$ cat src/common/pinmux_pkg.sv
package pinmux_pkg;

  // ------------------------------------------------------------
  // Widths
  // ------------------------------------------------------------
  localparam int ADDR_W = 18;
  localparam int DATA_W = 32;
  localparam int PORT_W = 8;
  localparam int IDX_W = 16;

  // ------------------------------------------------------------
  // Register indices (byte address is four times the index)
  // ------------------------------------------------------------
  localparam logic [IDX_W-1:0] IDX_PIN_LEVEL = 16'hf258;
  localparam logic [IDX_W-1:0] IDX_DIRECTION = 16'hf259;
  localparam logic [IDX_W-1:0] IDX_CTRL_LOW = 16'hf25a;
  localparam logic [IDX_W-1:0] IDX_CTRL_HIGH = 16'hf25b;
  localparam logic [IDX_W-1:0] IDX_FSEL_LOW = 16'hf25c;
  localparam logic [IDX_W-1:0] IDX_FSEL_HIGH = 16'hf25d;
  localparam logic [IDX_W-1:0] IDX_MODE0 = 16'hf260;

  // ------------------------------------------------------------
  // Reset values
  // ------------------------------------------------------------
  localparam logic [7:0] RST_PORT = 8'h00;
  localparam logic [7:0] RST_MODE0 = 8'h00;
  localparam logic RX_IDLE = 1'b1;

  // ------------------------------------------------------------
  // Field encodings, written as {high bit, low bit}
  // ------------------------------------------------------------
  localparam logic [1:0] FSEL_PRIMARY = 2'b00;
  localparam logic [1:0] FSEL_TERTIARY = 2'b10;
  localparam logic [1:0] CTRL_HIZ = 2'b00;
  localparam logic [1:0] CTRL_P_OD = 2'b01;
  localparam logic [1:0] CTRL_N_OD = 2'b10;
  localparam logic [1:0] CTRL_CMOS = 2'b11;
  localparam logic DIR_OUT = 1'b0;
  localparam logic DIR_IN = 1'b1;

  // ------------------------------------------------------------
  // Serial pin positions
  // ------------------------------------------------------------
  localparam int TX_PIN_A = 1;
  localparam int RX_PIN_A = 0;
  localparam int TX_PIN_B = 4;
  localparam int RX_PIN_B = 5;
  localparam int RSEL_BIT = 4;

endpackage : pinmux_pkg

$ cat src/hw/sync_2ff.sv
module sync_2ff #(
  parameter int WIDTH = 8
) (
  // Clock and reset
  input wire logic sys_clk_i,
  input wire logic rstn_i,
  // Data
  input wire logic [WIDTH-1:0] async_i,
  output logic [WIDTH-1:0] sync_o
);

  logic [WIDTH-1:0] meta_q;
  logic [WIDTH-1:0] sync_q;

  always_ff @(posedge sys_clk_i or negedge rstn_i)
  begin
    if (!rstn_i)
    begin
      // Reset to the idle high level of a serial line, so that a receiver
      // behind this stage sees no start bit while the stages refill.
      meta_q <= '1;
      sync_q <= '1;
    end
    else
    begin
      meta_q <= async_i;
      sync_q <= meta_q;
    end
  end

  assign sync_o = sync_q;

endmodule : sync_2ff

$ cat src/hw/port_pin_cell.sv
module port_pin_cell (
  // Clock and reset
  input wire logic sys_clk_i,
  input wire logic rstn_i,
  // Configuration
  input wire logic dir_i,
  input wire logic [1:0] ctrl_i,
  input wire logic data_i,
  // Serial takeover
  input wire logic serial_i,
  input wire logic tx_level_i,
  // Pad
  output logic out_o,
  output logic oe_o,
  output logic pull_up_o,
  output logic pull_down_o
);
  import pinmux_pkg::*;

  logic level;

  // The data bit is ignored while the serial unit owns the pin.
  assign level = serial_i ? tx_level_i : data_i;

  always_ff @(posedge sys_clk_i or negedge rstn_i)
  begin
    if (!rstn_i)
    begin
      out_o <= 1'b0;
      oe_o <= 1'b0;
      pull_up_o <= 1'b0;
      pull_down_o <= 1'b0;
    end
    else
    begin
      out_o <= level;
      pull_up_o <= (dir_i == DIR_IN) && (ctrl_i == CTRL_N_OD);
      pull_down_o <= (dir_i == DIR_IN) && (ctrl_i == CTRL_P_OD);
      if (dir_i == DIR_IN)
        oe_o <= 1'b0;
      else
      begin
        case (ctrl_i)
          CTRL_CMOS: oe_o <= 1'b1;
          CTRL_P_OD: oe_o <= level;
          CTRL_N_OD: oe_o <= !level;
          default: oe_o <= 1'b0;
        endcase
      end
    end
  end
endmodule : port_pin_cell

$ cat src/hw/uart_port_pin_routing.sv
// Behaviour
// - Pin 1 tertiary drives transmit; pin 0 primary feeds receive.
// - Pin 4 tertiary drives transmit; pin 5 primary can feed receive.
// - Direction 0 with both control bits 1 gives a push-pull output.
// - Direction 1 makes the pin an input, required for receive.
// - Data register bits do not affect pins owned by the serial unit.
// - Mode bit 4 selects receive source: 0 pin 0, 1 pin 5.
// - The select bit wins over port configuration for receive.
// - In receive mode a transmit pin is held high.
//
// Our own choice: the Wishbone slave port.
module uart_port_pin_routing (
  // Clock and reset
  input wire logic sys_clk_i,
  input wire logic rstn_i,
  // Wishbone slave
  input wire logic wb_cyc_i,
  input wire logic wb_stb_i,
  input wire logic wb_we_i,
  input wire logic [pinmux_pkg::ADDR_W-1:0] wb_adr_i,
  input wire logic [3:0] wb_sel_i,
  input wire logic [pinmux_pkg::DATA_W-1:0] wb_dat_i,
  output logic [pinmux_pkg::DATA_W-1:0] wb_dat_o,
  output logic wb_ack_o,
  // Serial unit
  input wire logic serial_tx_out_i,
  input wire logic serial_rx_mode_i,
  output logic serial_rx_in_o,
  output logic receive_pin_select_o,
  // Port B pads
  input wire logic [pinmux_pkg::PORT_W-1:0] pin_in_i,
  output logic [pinmux_pkg::PORT_W-1:0] pin_out_o,
  output logic [pinmux_pkg::PORT_W-1:0] pin_oe_o,
  output logic [pinmux_pkg::PORT_W-1:0] pin_pull_up_o,
  output logic [pinmux_pkg::PORT_W-1:0] pin_pull_down_o
);
  import pinmux_pkg::*;

  // ------------------------------------------------------------
  // Declarations
  // ------------------------------------------------------------
  logic [PORT_W-1:0] pin_level_q;
  logic [PORT_W-1:0] direction_q;
  logic [PORT_W-1:0] ctrl_low_q;
  logic [PORT_W-1:0] ctrl_high_q;
  logic [PORT_W-1:0] fsel_low_q;
  logic [PORT_W-1:0] fsel_high_q;
  logic [7:0] mode0_q;
  logic ack_q;
  logic [DATA_W-1:0] dat_q;
  logic rx_q;
  logic [PORT_W-1:0] pin_sync;
  logic [PORT_W-1:0] serial_pin;
  logic [PORT_W-1:0] level_rd;
  logic tx_level;
  logic rsel;
  logic access;
  logic wr_en;
  logic [IDX_W-1:0] word_idx;
  logic [7:0] rd_byte;

  // ------------------------------------------------------------
  // Bus decode
  // ------------------------------------------------------------
  // A new access is taken only while ack is low, so every transfer
  // answers exactly once and ack drops in the following cycle.
  assign access = wb_cyc_i && wb_stb_i && !ack_q;
  assign wr_en = access && wb_we_i && wb_sel_i[0];
  assign word_idx = wb_adr_i[ADDR_W-1:2];

  always_ff @(posedge sys_clk_i or negedge rstn_i)
  begin
    if (!rstn_i)
      ack_q <= 1'b0;
    else
      ack_q <= access;
  end

  // ------------------------------------------------------------
  // Port B registers
  // ------------------------------------------------------------
  always_ff @(posedge sys_clk_i or negedge rstn_i)
  begin
    if (!rstn_i)
      pin_level_q <= RST_PORT;
    else if (wr_en && word_idx == IDX_PIN_LEVEL)
      pin_level_q <= wb_dat_i[PORT_W-1:0];
  end

  always_ff @(posedge sys_clk_i or negedge rstn_i)
  begin
    if (!rstn_i)
      direction_q <= RST_PORT;
    else if (wr_en && word_idx == IDX_DIRECTION)
      direction_q <= wb_dat_i[PORT_W-1:0];
  end

  always_ff @(posedge sys_clk_i or negedge rstn_i)
  begin
    if (!rstn_i)
      ctrl_low_q <= RST_PORT;
    else if (wr_en && word_idx == IDX_CTRL_LOW)
      ctrl_low_q <= wb_dat_i[PORT_W-1:0];
  end

  always_ff @(posedge sys_clk_i or negedge rstn_i)
  begin
    if (!rstn_i)
      ctrl_high_q <= RST_PORT;
    else if (wr_en && word_idx == IDX_CTRL_HIGH)
      ctrl_high_q <= wb_dat_i[PORT_W-1:0];
  end

  always_ff @(posedge sys_clk_i or negedge rstn_i)
  begin
    if (!rstn_i)
      fsel_low_q <= RST_PORT;
    else if (wr_en && word_idx == IDX_FSEL_LOW)
      fsel_low_q <= wb_dat_i[PORT_W-1:0];
  end

  always_ff @(posedge sys_clk_i or negedge rstn_i)
  begin
    if (!rstn_i)
      fsel_high_q <= RST_PORT;
    else if (wr_en && word_idx == IDX_FSEL_HIGH)
      fsel_high_q <= wb_dat_i[PORT_W-1:0];
  end

  always_ff @(posedge sys_clk_i or negedge rstn_i)
  begin
    if (!rstn_i)
      mode0_q <= RST_MODE0;
    else if (wr_en && word_idx == IDX_MODE0)
      mode0_q <= wb_dat_i[7:0];
  end

  // ------------------------------------------------------------
  // Read path
  // ------------------------------------------------------------
  // Input pins read back their synchronised level, output pins the
  // value last written.
  assign level_rd = (direction_q & pin_sync) | (~direction_q & pin_level_q);

  always_comb
  begin
    case (word_idx)
      IDX_PIN_LEVEL: rd_byte = level_rd;
      IDX_DIRECTION: rd_byte = direction_q;
      IDX_CTRL_LOW: rd_byte = ctrl_low_q;
      IDX_CTRL_HIGH: rd_byte = ctrl_high_q;
      IDX_FSEL_LOW: rd_byte = fsel_low_q;
      IDX_FSEL_HIGH: rd_byte = fsel_high_q;
      IDX_MODE0: rd_byte = mode0_q;
      default: rd_byte = 8'h00;
    endcase
  end

  always_ff @(posedge sys_clk_i or negedge rstn_i)
  begin
    if (!rstn_i)
      dat_q <= '0;
    else if (access && !wb_we_i)
      dat_q <= {{(DATA_W-8){1'b0}}, rd_byte};
  end

  assign wb_dat_o = dat_q;
  assign wb_ack_o = ack_q;

  // ------------------------------------------------------------
  // Receive routing
  // ------------------------------------------------------------
  sync_2ff #(
    .WIDTH(PORT_W)
  ) u_pin_sync (
    .sys_clk_i(sys_clk_i),
    .rstn_i(rstn_i),
    .async_i(pin_in_i),
    .sync_o(pin_sync)
  );

  // The select bit alone picks the source; a pin 5 set up for
  // receive is not heard while the bit is 0.
  assign rsel = mode0_q[RSEL_BIT];

  always_ff @(posedge sys_clk_i or negedge rstn_i)
  begin
    if (!rstn_i)
      rx_q <= RX_IDLE;
    else
      rx_q <= rsel ? pin_sync[RX_PIN_B] : pin_sync[RX_PIN_A];
  end

  assign serial_rx_in_o = rx_q;
  assign receive_pin_select_o = mode0_q[RSEL_BIT];

  // ------------------------------------------------------------
  // Transmit routing and pad cells
  // ------------------------------------------------------------
  // Receive mode forces the level here rather than in each cell, so both
  // transmit pins agree and neither can be caught low in receive mode.
  assign tx_level = serial_rx_mode_i ? 1'b1 : serial_tx_out_i;

  always_comb
  begin
    serial_pin = '0;
    for (int n = 0; n < PORT_W; n++)
    begin
      if (n == TX_PIN_A || n == TX_PIN_B)
        serial_pin[n] = {fsel_high_q[n], fsel_low_q[n]} == FSEL_TERTIARY;
    end
  end

  // Every pin gets the same cell; only pins 1 and 4 can ever be handed to
  // the serial unit, all others stay plain port pins.
  for (genvar g = 0; g < PORT_W; g++)
  begin : g_pin
    port_pin_cell u_cell (
      .sys_clk_i(sys_clk_i),
      .rstn_i(rstn_i),
      .dir_i(direction_q[g]),
      .ctrl_i({ctrl_high_q[g], ctrl_low_q[g]}),
      .data_i(pin_level_q[g]),
      .serial_i(serial_pin[g]),
      .tx_level_i(tx_level),
      .out_o(pin_out_o[g]),
      .oe_o(pin_oe_o[g]),
      .pull_up_o(pin_pull_up_o[g]),
      .pull_down_o(pin_pull_down_o[g])
    );
  end
endmodule : uart_port_pin_routing

$ cat config.mk
export PLATFORM = sky130hd
export DESIGN_NAME = uart_port_pin_routing
export DESIGN_NICKNAME = d
export VERILOG_FILES = /design/src/common/pinmux_pkg.sv /design/src/hw/sync_2ff.sv /design/src/hw/port_pin_cell.sv /design/src/hw/uart_port_pin_routing.sv
export SDC_FILE = /design/constraint.sdc
export NUM_CORES = 1
export LEC_CHECK = 0
export BUFFER_PORTS_ARGS = -buffer_cell sky130_fd_sc_hd__buf_2
export CAP_MARGIN = 10
export CORE_MARGIN = 2
export CORE_UTILIZATION = 50
export DETAILED_ROUTE_END_ITERATION = 12
export PLACE_DENSITY_LB_ADDON = 0.05
export SETUP_SLACK_MARGIN = 0.05
export SYNTH_ARGS = -nofsm -noshare
export SYNTH_HDL_FRONTEND = slang
export SYNTH_SLANG_ARGS = --single-unit
$ cat constraint.sdc
create_clock -name sys_clk_i -period 2.9 [get_ports sys_clk_i]
set_clock_uncertainty 0.1 [all_clocks]
set_input_delay 0.58 -clock sys_clk_i [delete_from_list [all_inputs] [get_ports sys_clk_i]]
set_output_delay 0.58 -clock sys_clk_i [all_outputs]
set_load 0.01 [all_outputs]
==> metrics.log <==
INFO  metric violated_checks = hold timing
INFO  metric max-slew-margin-rel = between 50% and 60%
INFO  metric cts_buffer_depth = 2
INFO  metric power_frac_comb = 3.5%
INFO  metric clock_power_share = 51.8%
INFO  metric clockRootBuffer = sky130_fd_sc_hd__clkbuf_8
INFO  metric asyncSetResetFlopFracSynth = 100%
INFO  metric switching_share = between 20 and 25%
INFO  metric num_vias = about 3300
INFO  metric grt_first_pass_wirelength = between 15 and 20 mm
INFO  metric numCtsBuffers = 17
INFO  metric die_width = between 100 and 150 um
INFO  metric max_cap_viol_count = 0
INFO  metric placedCellCount = 597
INFO  metric tritoncts = done
INFO  metric num_antenna_cells = 0
INFO  metric finalWorstPathRequiredPeriod = between 2 and 2.5 ns
INFO  metric ant_nets = 0
INFO  metric timing.final.hold_violations = 6
INFO  metric grt_overflow = 0
INFO  metric timing.critical_path.arrival = 2.61 ns
INFO  metric detail_route.wl_per_cell = between 15 and 20 um
INFO  metric synth_area_per_cell = 13.1 um^2
INFO  metric dieHeight = 105 um
INFO  metric htree_num_levels = 4
INFO  metric synth-edff-count = 0
INFO  metric syn_to_final_growth = 20.2%
INFO  metric total_power_draw = about 3.6 mW
INFO  metric synth_warn = 0
INFO  metric cell_rows = 36
INFO  metric initial_utilization = approximately half
INFO  metric max_freq = between 400 and 500 MHz
INFO  metric power.static_leakage = ~3 nW
INFO  metric whs = -0.00646 ns
INFO  metric sequential_share_of_power = 44.7%
INFO  metric number_of_endpoints_failing_setup_at_the_final_stage = 0
INFO  metric fin_crit_sh = 78.9%
INFO  metric ys.flop_type = sky130_fd_sc_hd__dfrtp_1
INFO  metric grt_setup_unrepaired = false
INFO  metric synth.cell_area = 5070 um^2
INFO  metric initial_antenna_violation_count = 0
INFO  metric cp_endpoint_kind = flop
INFO  metric timing.critical_path.fanout_max = 9
INFO  metric critical_path_class = primary input to flop
INFO  metric synth_cells = ~390
INFO  metric initial_drt_markers = between 150 and 200
INFO  metric area_of_the_die = 11000 um^2
INFO  metric drt_pass1_iterations = 4
INFO  metric drcViolationCount = 0
INFO  metric io_buffers = 82
INFO  metric critical_path.startpoint_type = primary input
INFO  metric clock_sinks = ~110
INFO  metric synth-seq-area-share = around 57%
INFO  metric cp_data_required_time = between 3 and 4 ns
INFO  metric outcome = complete, but fails checks
INFO  metric number_of_cells_in_the_finished_layout_apart_from_fillers = roughly 630
INFO  metric routed_wl = around 11 mm
INFO  metric power-per-cell-area = 594 nW/um^2
INFO  metric clock_latency = 0.51 ns
INFO  metric drt-vias-per-instance = around 5.3
INFO  metric final_net_count = about 550
INFO  metric grt_start_max_net_pins = between 50 and 60
INFO  metric finalSetupTns = 0 ns
INFO  metric slew_viol_final = 0
INFO  metric drive_gt1_share = between 40% and 50%
INFO  metric grt_pass1_vias = roughly 3300
INFO  metric p_switching = 0.749 mW
INFO  metric yosys.cell_types.count = 49
INFO  metric final_critical_path_setup_slack = between 0.6 and 0.7 ns
INFO  metric detailedPlace.worstSlack = between 0.15 and 0.2 ns
INFO  metric grt_use_total = 21.4%
INFO  metric hpwl = 7.74 mm
INFO  metric timing.hold.worst.class = primary input to asynchronous set/reset pin
INFO  metric postCtsSetupBuffers = 0
INFO  metric path_clk_slew = 0.05 ns
INFO  metric placed_cell_area = 5550 um^2
INFO  metric io_pins = 136
INFO  metric fin_area = around 6100 um^2
INFO  metric cell_internal_power = roughly 2.9 mW
INFO  metric number_of_register_bits_inferred_by_synthesis = 114
INFO  metric utilization = about 62%
INFO  metric postCtsResizedCells = 0
INFO  metric core_region_area = about 9800 um^2
INFO  metric gp_congestion = between 0.8 and 0.9
INFO  metric worst_supply_voltage_drop_on_vdd = between 0.3 and 0.4 mV
INFO  metric tightestPinTransition = roughly 0.64 ns
INFO  metric cts_hold_repair.buffers = 0
[final timing paths]
path / startpoint / to / slack [ns] / cells after the start
max in group asynchronous: rstn_i / serial_rx_in_o / 1.94 / 2
hold reg to reg: u_pin_sync.meta_q[5] / u_pin_sync.sync_o[5] / 0.25 / 0
min in group sys_clk_i: pin_in_i[7] / u_pin_sync.meta_q[7] / 0.06 / 1
setup / recovery: wb_adr_i[10] / wb_dat_o[6] / 0.61 / 7
hold / removal: rstn_i / pin_level_q[3] / -0.006 / 1
setup reg to reg: wb_ack_o / ctrl_low_q[0] / 1.05 / 6
[power by group through the flow]
stage / Combinational, mW / Clock, mW / Sequential [mW]
detailed placement: 0.128 / 0 / 1.65
global placement: 0.126 / 0 / 1.65
global route: 0.141 / 2.00 / 1.62
floorplan: 0.0569 / 0 / 1.64
finish: 0.126 / 1.88 / 1.62
CTS: 0.128 / 1.92 / 1.62
[cell usage after synthesis, types with 2 or more instances]
cell type | count | area share, %
sky130_fd_sc_hd__nand3b_1 | 2 | 0.30
sky130_fd_sc_hd__o21ai_0 | 12 | 1.2
sky130_fd_sc_hd__nor3_1 | 3 | 0.30
sky130_fd_sc_hd__a222oi_1 | 5 | 0.99
sky130_fd_sc_hd__nand4b_1 | 2 | 0.35
sky130_fd_sc_hd__nor2_1 | 20 | 1.5
sky130_fd_sc_hd__nand2_1 | 16 | 1.2
sky130_fd_sc_hd__a21oi_1 | 4 | 0.39
sky130_fd_sc_hd__dfrtp_1 | 97 | 48
sky130_fd_sc_hd__mux2_2 | 63 | 14
sky130_fd_sc_hd__and4b_1 | 2 | 0.39
sky130_fd_sc_hd__nand3_1 | 7 | 0.69
sky130_fd_sc_hd__o21ai_1 | 6 | 0.59
sky130_fd_sc_hd__clkbuf_1 | 2 | 0.15
sky130_fd_sc_hd__nor4_4 | 3 | 1.3
sky130_fd_sc_hd__a32oi_2 | 2 | 0.64
sky130_fd_sc_hd__nor4b_2 | 2 | 0.59
sky130_fd_sc_hd__and3b_1 | 8 | 1.4
sky130_fd_sc_hd__nand2b_1 | 3 | 0.37
sky130_fd_sc_hd__and4_1 | 3 | 0.52
sky130_fd_sc_hd__dfstp_2 | 17 | 8.8
sky130_fd_sc_hd__buf_4 | 56 | 8.3
sky130_fd_sc_hd__and3_1 | 5 | 0.62
sky130_fd_sc_hd__nand4_1 | 2 | 0.25
sky130_fd_sc_hd__a22oi_1 | 12 | 1.8
sky130_fd_sc_hd__mux2i_1 | 8 | 1.6
sky130_fd_sc_hd__nor4b_1 | 3 | 0.52
[cell usage in the layout, fill, tap and decap left out, types with 4 or more instances in the layout]
master                      count
sky130_fd_sc_hd__clkbuf_16     16
sky130_fd_sc_hd__conb_1        24
sky130_fd_sc_hd__mux2i_1        8
sky130_fd_sc_hd__and3b_1        8
sky130_fd_sc_hd__dfrtp_1       97
sky130_fd_sc_hd__buf_2         81
sky130_fd_sc_hd__o21ai_0       12
sky130_fd_sc_hd__dfstp_2       17
sky130_fd_sc_hd__buf_4         33
sky130_fd_sc_hd__nand3_1        7
sky130_fd_sc_hd__a222oi_1       5
sky130_fd_sc_hd__nand2_1       16
sky130_fd_sc_hd__clkbuf_8       5
sky130_fd_sc_hd__mux2_2        63
sky130_fd_sc_hd__nor2_1        20
sky130_fd_sc_hd__o21ai_1        6
sky130_fd_sc_hd__a21oi_1        4
sky130_fd_sc_hd__a22oi_1       12
sky130_fd_sc_hd__and3_1         5
sky130_fd_sc_hd__clkbuf_1       6
[worst max-delay path, stage by stage]
cell	delay, ns
sky130_fd_sc_hd__buf_2	0.10
sky130_fd_sc_hd__or4b_1	0.53
sky130_fd_sc_hd__buf_4	0.21
sky130_fd_sc_hd__nor2_1	0.25
sky130_fd_sc_hd__a211oi_1	0.11
sky130_fd_sc_hd__or3_1	0.56
sky130_fd_sc_hd__a32oi_2	0.27
[state kept, by name, summed over array words and instances (netlist names)]
| signal | cells |
|---|---|
| u_pin_sync.meta_q | 8 |
| pin_level_q | 8 |
| fsel_low_q | 8 |
| wb_ack_o | 1 |
| ctrl_high_q | 8 |
| g_pin.u_cell.oe_o | 8 |
| serial_rx_in_o | 1 |
| u_pin_sync.sync_o | 8 |
| ctrl_low_q | 8 |
| mode0_q | 8 |
| g_pin.u_cell.pull_up_o | 8 |
| fsel_high_q | 8 |
| g_pin.u_cell.out_o | 8 |
| g_pin.u_cell.pull_down_o | 8 |
| direction_q | 8 |
| wb_dat_o | 8 |
[per-layer routing]
metal	global-route usage (%)	vias to the layer above	wire length (um)
met5	0	-	0
met4	9.81	0	177
met3	4.37	14	558
met2	32.7	103	5280
met1	29.4	1681	4970
li1	-	1531	-
[final cells by class]
class | instances | area, um^2
fillers | 831 | 3720
flip-flops and latches | 114 | 2870
inverters | 1 | 3.75
clock inverters | 5 | 55.1
clock buffers | 27 | 492
repair buffers | 115 | 673
well taps | 133 | 166
multi-input cells | 234 | 1830
[logic make-up (layout without fill, tap and decap cells)]
group,Yosys count,in the layout,share of synthesized area [%]
compound gates,49,49,6.83
other cells,1,24,0.0739
buf+inv,62,148,8.90
flops,114,114,56.7
mux,71,71,15.6
simple gates,90,90,12.0
Power figures use the tool's default switching activity.
